<file path="config.mk">
export PLATFORM = sky130hd
export DESIGN_NAME = sctf_top
export DESIGN_NICKNAME = d
export VERILOG_FILES = /design/src/inc/sctf_pkg.sv /design/src/rtl/sctf_data_fmt.sv /design/src/rtl/sctf_etu_timer.sv /design/src/rtl/sctf_top.sv
export SDC_FILE = /design/constraint.sdc
export NUM_CORES = 1
export LEC_CHECK = 0
export BUFFER_PORTS_ARGS = -buffer_cell sky130_fd_sc_hd__buf_2
export CAP_MARGIN = 10
export CORE_MARGIN = 2
export CORE_UTILIZATION = 50
export CTS_BUF_LIST = sky130_fd_sc_hd__clkbuf_4 sky130_fd_sc_hd__clkbuf_8
export DETAILED_ROUTE_END_ITERATION = 10
export GPL_TIMING_DRIVEN = 0
export MAX_ROUTING_LAYER = met4
export PLACE_DENSITY = 0.84
export SETUP_SLACK_MARGIN = 0.2
export SYNTH_ARGS = -nofsm -noshare
export SYNTH_HDL_FRONTEND = slang
export SYNTH_HIERARCHICAL = 1
export SYNTH_SLANG_ARGS = --single-unit
</file>
<file path="constraint.sdc">
create_clock -name i_sys_clk -period 2.5 [get_ports i_sys_clk]
set_input_delay 0 -clock i_sys_clk [delete_from_list [all_inputs] [get_ports i_sys_clk]]
set_output_delay 0 -clock i_sys_clk [all_outputs]
set_load 0.005 [all_outputs]
</file>
<file path="src/inc/sctf_pkg.sv">
// constants and types for the smart card transmit-end and format block
package sctf_pkg;
  localparam int          CLK_MHZ        = 125;
  localparam logic [7:0]  ADDR_STATUS    = 8'h00;
  localparam logic [7:0]  ADDR_SCMODE    = 8'h04;
  localparam logic [7:0]  ADDR_CTRL      = 8'h08;
  localparam logic [7:0]  ADDR_ETU       = 8'h0C;
  localparam logic [7:0]  ADDR_INT_STAT  = 8'h10;
  localparam logic [7:0]  ADDR_INT_MASK  = 8'h14;
  // status register fields
  localparam int          ST_MP_TX       = 0;
  localparam int          ST_MP_RX       = 1;
  localparam int          ST_TX_END      = 2;
  localparam int          ST_ERS         = 4;
  // smart card mode register fields
  localparam int          SCM_ENABLE     = 0;
  localparam int          SCM_INVERT     = 2;
  localparam int          SCM_MSB_FIRST  = 3;
  localparam logic [7:0]  SCM_FIXED_ONES = 8'hF2;
  localparam logic [7:0]  SCM_RESET      = 8'hF2;
  // control register fields
  localparam int          CTL_GUARD      = 0;
  localparam int          CTL_BLOCK      = 1;
  localparam int          CTL_EIGHT_BIT  = 2;
  localparam logic [2:0]  CTL_RESET      = 3'h4;
  // etu length in clock cycles
  localparam logic [15:0] ETU_RESET      = 16'h0174;
  // interrupt status fields
  localparam int          IRQ_TX_END     = 0;
  localparam int          IRQ_ERR        = 1;
  localparam int          IRQ_BITS       = 2;
  // set delays in half etu units
  localparam logic [2:0]  HALVES_NORMAL  = 3'h5;
  localparam logic [2:0]  HALVES_BLOCK   = 3'h3;
  localparam logic [2:0]  HALVES_GUARD   = 3'h2;

  typedef struct packed {
    logic eight_bit;
    logic msb_first;
    logic invert;
  } sctf_fmt_cfg_t;

  typedef struct packed {
    logic        read;
    logic        write;
    logic [7:0]  address;
    logic [31:0] writedata;
  } sctf_bus_req_t;
endpackage

</file>
<file path="src/rtl/sctf_data_fmt.sv">
// bit order and inversion of data bytes (parity untouched)
`timescale 1ns/1ns
module sctf_data_fmt (
  input  wire logic                    i_clk,
  input  wire logic                    i_rst_n,
  input  wire sctf_pkg::sctf_fmt_cfg_t i_cfg,
  input  wire logic [7:0]              i_data,
  output logic [7:0]                   o_data
);
  import sctf_pkg::*;

  logic [7:0] rev;
  genvar g;
  generate
    for (g = 0; g < 8; g++) begin : g_rev
      assign rev[g] = i_data[7 - g];
    end
  endgenerate

  wire        use_rev = i_cfg.msb_first && i_cfg.eight_bit;
  wire [7:0]  ordered = use_rev ? rev : i_data;
  wire [7:0]  shaped  = i_cfg.invert ? ~ordered : ordered;

  always_ff @(posedge i_clk or negedge i_rst_n) begin
    if (!i_rst_n) begin
      o_data <= 8'h00;
    end else begin
      o_data <= shaped;
    end
  end
endmodule

</file>
<file path="src/rtl/sctf_etu_timer.sv">
// half-etu delay timer started at transmission start
`timescale 1ns/1ns
module sctf_etu_timer (
  input  wire logic        i_clk,
  input  wire logic        i_rst_n,
  input  wire logic        i_start,
  input  wire logic        i_abort,
  input  wire logic [15:0] i_half_etu,
  input  wire logic [2:0]  i_halves,
  output logic             o_done,
  output logic             o_busy
);
  import sctf_pkg::*;

  logic [15:0] cyc;
  logic [2:0]  halves;
  wire         half_tick = (cyc >= i_half_etu - 16'h0001);
  wire         last      = half_tick && (halves == 3'h1);

  always_ff @(posedge i_clk or negedge i_rst_n) begin
    if (!i_rst_n) begin
      cyc    <= 16'h0000;
      halves <= 3'h0;
      o_busy <= 1'b0;
      o_done <= 1'b0;
    end else begin
      o_done <= o_busy && !i_abort && !i_start && last;
      if (i_start) begin
        cyc    <= 16'h0000;
        halves <= i_halves;
        o_busy <= 1'b1;
      end else if (i_abort || (o_busy && last)) begin
        o_busy <= 1'b0;
      end else if (o_busy) begin
        cyc    <= half_tick ? 16'h0000 : cyc + 16'h0001;
        halves <= half_tick ? halves - 3'h1 : halves;
      end
    end
  end
endmodule

</file>
<file path="src/rtl/sctf_top.sv">
// smart card transmit-end status, mode register and data format
//
// The address map and the Avalon-MM register port were chosen for this implementation.
`timescale 1ns/1ns
module sctf_top (
  input  wire logic                   i_sys_clk,
  input  wire logic                   i_nrst,
  input  wire logic [7:0]             i_avs_address,
  input  wire logic                   i_avs_read,
  input  wire logic                   i_avs_write,
  input  wire logic [31:0]            i_avs_writedata,
  output logic [31:0]                 o_avs_readdata,
  output logic                        o_avs_waitrequest,
  input  wire logic                   i_transmit_enable,
  input  wire logic                   i_error_signal_status,
  input  wire logic                   i_tx_holding_empty,
  input  wire logic                   i_tx_start,
  input  wire logic                   i_tx_empty_irq_xfer,
  input  wire logic [7:0]             i_tx_byte,
  input  wire logic [7:0]             i_rx_byte,
  output logic [7:0]                  o_tx_byte,
  output logic [7:0]                  o_rx_byte,
  output logic                        o_transmit_end_flag,
  output logic                        o_smart_card_enable,
  output logic                        o_multiproc_tx_bit,
  output logic                        o_irq
);
  import sctf_pkg::*;

  // reset release through two flip-flops
  logic rst_meta;
  logic rst_n;
  always_ff @(posedge i_sys_clk or negedge i_nrst) begin
    if (!i_nrst) begin
      rst_meta <= 1'b0;
      rst_n    <= 1'b0;
    end else begin
      rst_meta <= 1'b1;
      rst_n    <= rst_meta;
    end
  end

  // request carrier
  sctf_bus_req_t req;
  assign req.read      = i_avs_read;
  assign req.write     = i_avs_write;
  assign req.address   = i_avs_address;
  assign req.writedata = i_avs_writedata;

  // registers
  logic                tx_end;
  logic                transmit_end_flag_armed;
  logic                mp_tx;
  logic [7:0]          scmode;
  logic [2:0]          ctrl;
  logic [15:0]         etu_len;
  logic [IRQ_BITS-1:0] int_stat;
  logic [IRQ_BITS-1:0] int_mask;
  logic                ers_q;
  logic                waitreq;

  // bus decode: answer one cycle after the request is seen
  wire        req_any   = req.read || req.write;
  wire        accept    = req_any && !waitreq;
  wire        wr_ok     = accept && req.write;
  wire        rd_ok     = accept && req.read;
  wire        sel_stat  = (req.address == ADDR_STATUS);
  wire        sel_scm   = (req.address == ADDR_SCMODE);
  wire        sel_ctrl  = (req.address == ADDR_CTRL);
  wire        sel_etu   = (req.address == ADDR_ETU);
  wire        sel_istat = (req.address == ADDR_INT_STAT);
  wire        sel_imask = (req.address == ADDR_INT_MASK);
  wire        wr_stat   = wr_ok && sel_stat;
  wire        rd_stat   = rd_ok && sel_stat;

  // status read image
  // received multiprocessor bit reads 0
  wire [31:0] stat_img  = {27'h0000000, ers_q, 1'b0, tx_end, 1'b0, mp_tx};
  // reserved mode bits forced to 1
  wire [7:0]  scm_img   = scmode | SCM_FIXED_ONES;
  wire [31:0] rd_mux    =
    sel_stat  ? stat_img :
    sel_scm   ? {24'h000000, scm_img} :
    sel_ctrl  ? {29'h00000000, ctrl} :
    sel_etu   ? {16'h0000, etu_len} :
    sel_istat ? {30'h00000000, int_stat} :
    sel_imask ? {30'h00000000, int_mask} : 32'h00000000;

  // bus answer sequence: a request waits one cycle, then is answered
  typedef enum logic [0:0] {
    BUS_WAIT   = 1'b0,
    BUS_ANSWER = 1'b1
  } sctf_bus_state_t;

  sctf_bus_state_t bus_state;
  sctf_bus_state_t next_bus_state;

  always_comb begin
    next_bus_state = BUS_WAIT;
    case (bus_state)
      BUS_WAIT: begin
        next_bus_state = req_any ? BUS_ANSWER : BUS_WAIT;
      end
      BUS_ANSWER: begin
        next_bus_state = BUS_WAIT;
      end
      default: begin
        next_bus_state = BUS_WAIT;
      end
    endcase
  end

  always_ff @(posedge i_sys_clk or negedge rst_n) begin
    if (!rst_n) begin
      bus_state <= BUS_WAIT;
    end else begin
      bus_state <= next_bus_state;
    end
  end

  // waitrequest and read data come straight from flip-flops
  wire        wait_next = (next_bus_state == BUS_WAIT);
  wire        rd_load   = req.read && (bus_state == BUS_WAIT);

  always_ff @(posedge i_sys_clk or negedge rst_n) begin
    if (!rst_n) begin
      waitreq <= 1'b1;
    end else begin
      waitreq <= wait_next;
    end
  end

  always_ff @(posedge i_sys_clk or negedge rst_n) begin
    if (!rst_n) begin
      o_avs_readdata <= 32'h00000000;
    end else if (rd_load) begin
      o_avs_readdata <= rd_mux;
    end
  end
  assign o_avs_waitrequest = waitreq;

  // delay selection
  wire        guard   = ctrl[CTL_GUARD];
  wire        block   = ctrl[CTL_BLOCK];
  // 2.5 or 1.5 etu with guard mode off
  wire [2:0]  halves_off = block ? HALVES_BLOCK : HALVES_NORMAL;
  // 1.0 etu with guard mode on
  wire [2:0]  halves  = guard ? HALVES_GUARD : halves_off;
  wire [15:0] half_etu = {1'b0, etu_len[15:1]};

  // error sampled during the wait aborts the set
  wire        err_rise = i_error_signal_status && !ers_q;
  wire        t_done;

  sctf_etu_timer u_timer (
    .i_clk      (i_sys_clk),
    .i_rst_n    (rst_n),
    .i_start    (i_tx_start),
    .i_abort    (i_error_signal_status),
    .i_half_etu (half_etu),
    .i_halves   (halves),
    .o_done     (t_done),
    .o_busy     ()
  );

  // transmit end set and clear terms
  // forced high while enable and error status are low
  wire        force_set = !i_transmit_enable && !i_error_signal_status;
  // set after delay with no error and empty holding register
  wire        timed_set = t_done && !i_error_signal_status && i_tx_holding_empty;
  // zero write clears only after a read of 1
  wire        sw_clear  = wr_stat && transmit_end_flag_armed && !req.writedata[ST_TX_END];
  // transfer controller service clears the flag
  wire        hw_clear  = i_tx_empty_irq_xfer;
  // otherwise the flag holds; set wins over clear
  wire        next_tx_end = force_set || timed_set ? 1'b1 :
                            (sw_clear || hw_clear) ? 1'b0 : tx_end;
  wire        transmit_end_flag_event  = next_tx_end && !tx_end;

  // arm on a read of 1, disarm on any status write or clear
  wire        next_armed = (rd_stat && tx_end) ? 1'b1 :
                           (wr_stat || !tx_end) ? 1'b0 : transmit_end_flag_armed;

  always_ff @(posedge i_sys_clk or negedge rst_n) begin
    if (!rst_n) begin
      tx_end     <= 1'b1;
      transmit_end_flag_armed <= 1'b0;
      ers_q      <= 1'b0;
    end else begin
      tx_end     <= next_tx_end;
      transmit_end_flag_armed <= next_armed;
      ers_q      <= i_error_signal_status;
    end
  end

  // configuration registers
  // transfer bit stored as written; software keeps it 0
  always_ff @(posedge i_sys_clk or negedge rst_n) begin
    if (!rst_n) begin
      mp_tx <= 1'b0;
    end else if (wr_stat) begin
      mp_tx <= req.writedata[ST_MP_TX];
    end
  end

  always_ff @(posedge i_sys_clk or negedge rst_n) begin
    if (!rst_n) begin
      scmode <= SCM_RESET;
    end else if (wr_ok && sel_scm) begin
      scmode <= req.writedata[7:0] | SCM_FIXED_ONES;
    end
  end

  always_ff @(posedge i_sys_clk or negedge rst_n) begin
    if (!rst_n) begin
      ctrl <= CTL_RESET;
    end else if (wr_ok && sel_ctrl) begin
      ctrl <= req.writedata[2:0];
    end
  end

  always_ff @(posedge i_sys_clk or negedge rst_n) begin
    if (!rst_n) begin
      etu_len <= ETU_RESET;
    end else if (wr_ok && sel_etu) begin
      etu_len <= req.writedata[15:0];
    end
  end

  // interrupt status, write one to clear, set wins
  wire [IRQ_BITS-1:0] irq_set = {err_rise, transmit_end_flag_event};
  wire [IRQ_BITS-1:0] irq_clr = (wr_ok && sel_istat) ? req.writedata[IRQ_BITS-1:0] :
                                {IRQ_BITS{1'b0}};
  wire [IRQ_BITS-1:0] next_int_stat = irq_set | (int_stat & ~irq_clr);

  always_ff @(posedge i_sys_clk or negedge rst_n) begin
    if (!rst_n) begin
      int_stat <= {IRQ_BITS{1'b0}};
    end else begin
      int_stat <= next_int_stat;
    end
  end

  always_ff @(posedge i_sys_clk or negedge rst_n) begin
    if (!rst_n) begin
      int_mask <= {IRQ_BITS{1'b0}};
    end else if (wr_ok && sel_imask) begin
      int_mask <= req.writedata[IRQ_BITS-1:0];
    end
  end

  // level interrupt while an unmasked status bit is set
  always_ff @(posedge i_sys_clk or negedge rst_n) begin
    if (!rst_n) begin
      o_irq <= 1'b0;
    end else begin
      o_irq <= |(int_stat & int_mask);
    end
  end

  // data format paths
  sctf_fmt_cfg_t fmt_cfg;
  assign fmt_cfg.eight_bit = ctrl[CTL_EIGHT_BIT];
  assign fmt_cfg.msb_first = scmode[SCM_MSB_FIRST];
  assign fmt_cfg.invert    = scmode[SCM_INVERT];

  sctf_data_fmt u_tx_fmt (
    .i_clk   (i_sys_clk),
    .i_rst_n (rst_n),
    .i_cfg   (fmt_cfg),
    .i_data  (i_tx_byte),
    .o_data  (o_tx_byte)
  );

  sctf_data_fmt u_rx_fmt (
    .i_clk   (i_sys_clk),
    .i_rst_n (rst_n),
    .i_cfg   (fmt_cfg),
    .i_data  (i_rx_byte),
    .o_data  (o_rx_byte)
  );

  // registered status outputs
  always_ff @(posedge i_sys_clk or negedge rst_n) begin
    if (!rst_n) begin
      o_transmit_end_flag <= 1'b1;
    end else begin
      o_transmit_end_flag <= next_tx_end;
    end
  end

  always_ff @(posedge i_sys_clk or negedge rst_n) begin
    if (!rst_n) begin
      o_smart_card_enable <= 1'b0;
    end else begin
      o_smart_card_enable <= scmode[SCM_ENABLE];
    end
  end

  always_ff @(posedge i_sys_clk or negedge rst_n) begin
    if (!rst_n) begin
      o_multiproc_tx_bit <= 1'b0;
    end else begin
      o_multiproc_tx_bit <= mp_tx;
    end
  end
endmodule

</file>
==> results.txt <==
The tools report the count of inserted antenna diode cells as 0. The library cell contributing the largest single delay on the critical path is sky130_fd_sc_hd__or4_4. The count of nets left with antenna violations once routing finished came out at 0.

In the routed design, unresolved DRC markers number 0. The most frequent cell on the critical path is sky130_fd_sc_hd__nor3_4. The most critical setup path has its startpoint at etu_len[3]$_DFFE_PN0P_. The number of global-route vias before repair is 4202. Clock-pin slew was measured on the worst setup and hold paths at 90 ps.

The worst ir drop on vdd came out at 436 uV. Family of cells with the greatest summed delay on the critical path: simple AND/OR/NAND/NOR gates. Of all nets on the critical path, the largest fanout is 10. The count of final max-slew check failures was 0; the post-synthesis cell type count was 68.

The placed instances occupy a cell area of 5640 um2. The area overhead of the layout relative to synthesis is 33.3%, and the slew at the pin with the worst max-slew slack is 606 ps. For the data arrival time of the critical path, the log shows 4060 ps. After filler insertion, the fill cell instance count of the layout stands at 665. Wire segments on met3 add up to 780 um in the final route.

The largest buffer count on any clock path was 2. Timing would allow up to 264 MHz. The share of flip-flops with an asynchronous set or reset after synthesis works out to 1.00. The mean post-synth cell area was 11.0 um2; the worst clock skew was 15.7 ps. The total number of clock tree sinks was 90; the final instance area was 6560 um2.

The first TritonRoute pass finished after 5 iterations. After floorplanning, the core was sized to cover 9680 um2. Dividing the detail-routed wire length by the instance count gives 17.7 um.

The top routing layer in use is met4. Post-layout net count: 704. TritonCTS built the clock tree. The worst hold path passes through 4 cells. Setup slack on the worst reg-to-reg path comes out at -1280 ps.

The final reports fail on setup timing. The first global-routing pass estimated 20.7 mm of wire. In this run the horizontal extent of the chip is 103 um. The most used flip-flop cell after synthesis was sky130_fd_sc_hd__dfrtp_1. The synthesized design contains 0 enable-type register cells.

For the clock latency on the worst-skew pair, the log shows 370 ps. The routed design has 13.4 mm of wire. The final worst-path cycle share was 1.51.

The flow ran to the end, but the final reports show violations. The tools report the maximum level of the CTS H-tree as 3. In this run the critical register-to-register path is captured at u_timer/cyc[8]$_DFFE_PN0P_.

The number of primary I/O pins is 118. The tools report the overall global routing resource usage as 0.261. The leakage power was 3.28 nW; the number of placement rows was 36. The startpoint identified for the worst hold timing path is i_tx_start.

The signal on the critical path passes through nor3_4 -> nand3_1 -> or4_4 -> nor3_4 -> xnor2_2 -> ha_1 -> nand4_4 -> o21bai_1 -> a211o_1 -> o31a_4 -> buf_8 -> or3_1 -> a21oi_1. The die is 103 um tall. The worst setup slack after layout was -1280 ps. At the placement stage, the worst setup path has a slack of -1340 ps. The worst register-to-register path has a depth of 13.

Port buffering added 85 buffers. Setup violations remaining at the end of the flow were counted as 21. For the sequential area share after synthesis, the log shows 0.460.

At the worst endpoint, the required time is 2780 ps. After detailed routing, the wire length on met1 is 5.30 mm. The largest stage delay on the critical path was 550 ps; the buffers plus inverters on the worst setup path was 1.

STA classifies the critical path endpoint as a flop. The kind of critical path was flop to flop. The worst path needs 3780 ps of the cycle, external delays included. For the final hold violation count, the log shows 0.

The tools report the endpoint of the worst hold-timing path as u_timer/cyc[1]$_DFFE_PN0P_. In this run the worst hold path is classified as input pin to flop. Wire segments on met2 add up to 6.93 mm in the final route. Number of DRC markers in iteration 0: 268. The startpoint type of the worst setup path was a flop. The number of clock buffers added by TritonCTS is 9. The layout cell share with drive strength beyond 1 was 0.345. The total power divided by cell area was 491 nW/um2; the vias per cell was 5.57.

The run gives 0.595 as the worst-case headroom to the max-slew limit. Starting density of the core: 0.508. The clock root buffer master was sky130_fd_sc_hd__clkbuf_8.

The initial antenna violation count is 0. The synthesized area is 4920 um2. The die covers 10700 um2. The congestion estimate from routability-driven global placement came to 0.880.

The number of synthesized register bits was 90; the post-synthesis instance total was 446. Setup repair after global routing could not meet its margin everywhere. Entering global routing, the biggest net connects 61 pins. The final route contains 4219 vias.

The worst register-to-register path begins at etu_len[3]$_DFFE_PN0P_. Summed over all layers, the global routing overflow is 0. Yosys printed 6 warnings.

Across the run, the number of max-cap violations was 0. The tools report the half-perimeter wire length of the detailed placement result as 8.16 mm.
worst max-delay path by stage:
stage                                         end  slack (ps)  cells after the start
floorplan             u_timer/cyc[15]$_DFFE_PN0P_        -990                     11
global placement    u_timer/halves[2]$_DFFE_PN0P_       -1190                     11
detailed placement     u_timer/cyc[6]$_DFFE_PN0P_       -1340                     13
CTS                   u_timer/cyc[15]$_DFFE_PN0P_       -1200                     11
global route           u_timer/cyc[9]$_DFFE_PN0P_       -1380                     13
finish                 u_timer/cyc[8]$_DFFE_PN0P_       -1280                     13
power by group:
group          switching, mW  leakage (nW)  internal [mW]
Combinational          0.315          2.03          0.311
Sequential            0.0492          1.15           1.51
Clock                  0.520         0.104          0.515
Total                  0.884          3.28           2.34
cells in the mapped netlist, drive strengths merged (8+ instances only):
| master | number | area [um2] |
|---|---|---|
| mux2 | 26 | 330 |
| xnor2 | 27 | 236 |
| nor3 | 12 | 60.1 |
| inv | 21 | 78.8 |
| a21oi | 25 | 129 |
| or4 | 11 | 93.8 |
| nor2 | 14 | 68.8 |
| o21ai | 9 | 45.0 |
| dfstp | 8 | 210 |
| mux2i | 22 | 220 |
| a22o | 11 | 96.3 |
| nand3 | 12 | 72.6 |
| nand2 | 33 | 139 |
| ha | 20 | 250 |
| buf | 22 | 159 |
| dfrtp | 82 | 2050 |
| nand2b | 9 | 56.3 |
what timing repair did:
action | CTS | global route
cloned | 0 | 1
hold buffers | 48 | 0
resized for setup | 18 | 14
setup endpoints to repair | 21 | 21
buffers inserted | 7 | 4
pin swaps | 9 | 12
endpoints found under the hold margin | 49 | 0
logic make-up (layout without fill, tap and decap cells):
family,Yosys count,count (layout),share of synthesized area
compound gates,75,75,0.110
xor+xnor,30,30,0.0534
fa+ha+maj,20,20,0.0509
buf+inv,50,212,0.0542
flops,90,90,0.460
mux,48,48,0.112
other cells,2,18,0.00153
simple gates,131,131,0.158
final cells by class:
type	count	area [um2]	area share
multi-input combinational	322	2600	0.396
sequential	90	2270	0.346
timing repair buffer	146	1030	0.157
buffer	29	216	0.0330
tap	133	166	0.0254
clock buffer	12	153	0.0233
inverter	21	78.8	0.0120
clock inverter	4	51.3	0.00782
per-layer routing:
layer / vias to the layer above / global-route usage
met5: - / -
met4: 0 / 0.0870
met3: 42 / 0.0538
met2: 200 / 0.442
met1: 2053 / 0.311
li1: 1924 / -
cell usage in the layout, fill, tap and decap left out, types with 4 or more instances in the layout:
cell type / Yosys / routed
sky130_fd_sc_hd__buf_2: 4 / 86
sky130_fd_sc_hd__dfrtp_1: 82 / 80
sky130_fd_sc_hd__dlygate4sd3_1: 0 / 48
sky130_fd_sc_hd__nand2_1: 31 / 30
sky130_fd_sc_hd__buf_4: 17 / 26
sky130_fd_sc_hd__xnor2_1: 27 / 26
sky130_fd_sc_hd__mux2i_1: 22 / 22
sky130_fd_sc_hd__a21oi_1: 24 / 19
sky130_fd_sc_hd__ha_1: 20 / 19
sky130_fd_sc_hd__inv_1: 19 / 18
sky130_fd_sc_hd__conb_1: 2 / 18
sky130_fd_sc_hd__mux2_2: 16 / 16
sky130_fd_sc_hd__nor2_1: 13 / 13
sky130_fd_sc_hd__nand3_1: 11 / 11
sky130_fd_sc_hd__a22o_1: 11 / 11
sky130_fd_sc_hd__mux2_4: 10 / 10
sky130_fd_sc_hd__clkbuf_8: 0 / 10
sky130_fd_sc_hd__nor3_1: 12 / 9
sky130_fd_sc_hd__nand2b_1: 9 / 9
sky130_fd_sc_hd__dfstp_2: 8 / 8
sky130_fd_sc_hd__or4_4: 3 / 6
sky130_fd_sc_hd__nand4_1: 6 / 6
sky130_fd_sc_hd__buf_6: 1 / 6
sky130_fd_sc_hd__a21oi_2: 1 / 6
sky130_fd_sc_hd__or3_1: 6 / 6
sky130_fd_sc_hd__clkbuf_1: 5 / 5
sky130_fd_sc_hd__o21ai_0: 6 / 5
sky130_fd_sc_hd__o31ai_1: 5 / 5
sky130_fd_sc_hd__or4_1: 8 / 5
sky130_fd_sc_hd__and3_1: 4 / 4
sky130_fd_sc_hd__o21ai_1: 3 / 4
sequential cells by signal (all words and copies together), names as in the netlist, 2 cells and up:
name,count
int_mask,2
u_timer/halves,3
u_timer/cyc,16
scmode,3
etu_len,16
u_tx_fmt/o_data,8
o_avs_readdata,16
int_stat,2
u_rx_fmt/o_data,8
ctrl,3
through the flow:
stage | hold WS [ps] | TNS [ps] | power, mW | cells | utilization
2_1_floorplan | -296 | -18210 | 1.90 | 462 | -
3_3_place_gp | -215 | -23360 | 2.03 | 680 | 0.579
3_5_place_dp | -213 | -26200 | 2.06 | 681 | 0.582
4_1_cts | 60.0 | -23430 | 3.17 | 752 | 0.667
5_1_grt | 76.8 | -27640 | 3.36 | 757 | 0.677
6_report | 60.6 | -25070 | 3.22 | 757 | 0.677
worst register-to-register path, delay by kind of cell, from the launching register on:
kind,cells,cell delay [ps]
buffers and inverters,1,160
adder cells (fa/ha/maj),1,350
AND/OR/NAND/NOR,6,1640
AO/OA/AOI/OAI,4,970
XOR/XNOR,1,110
flip-flops,1,480
(Power assumes the default switching activity.)
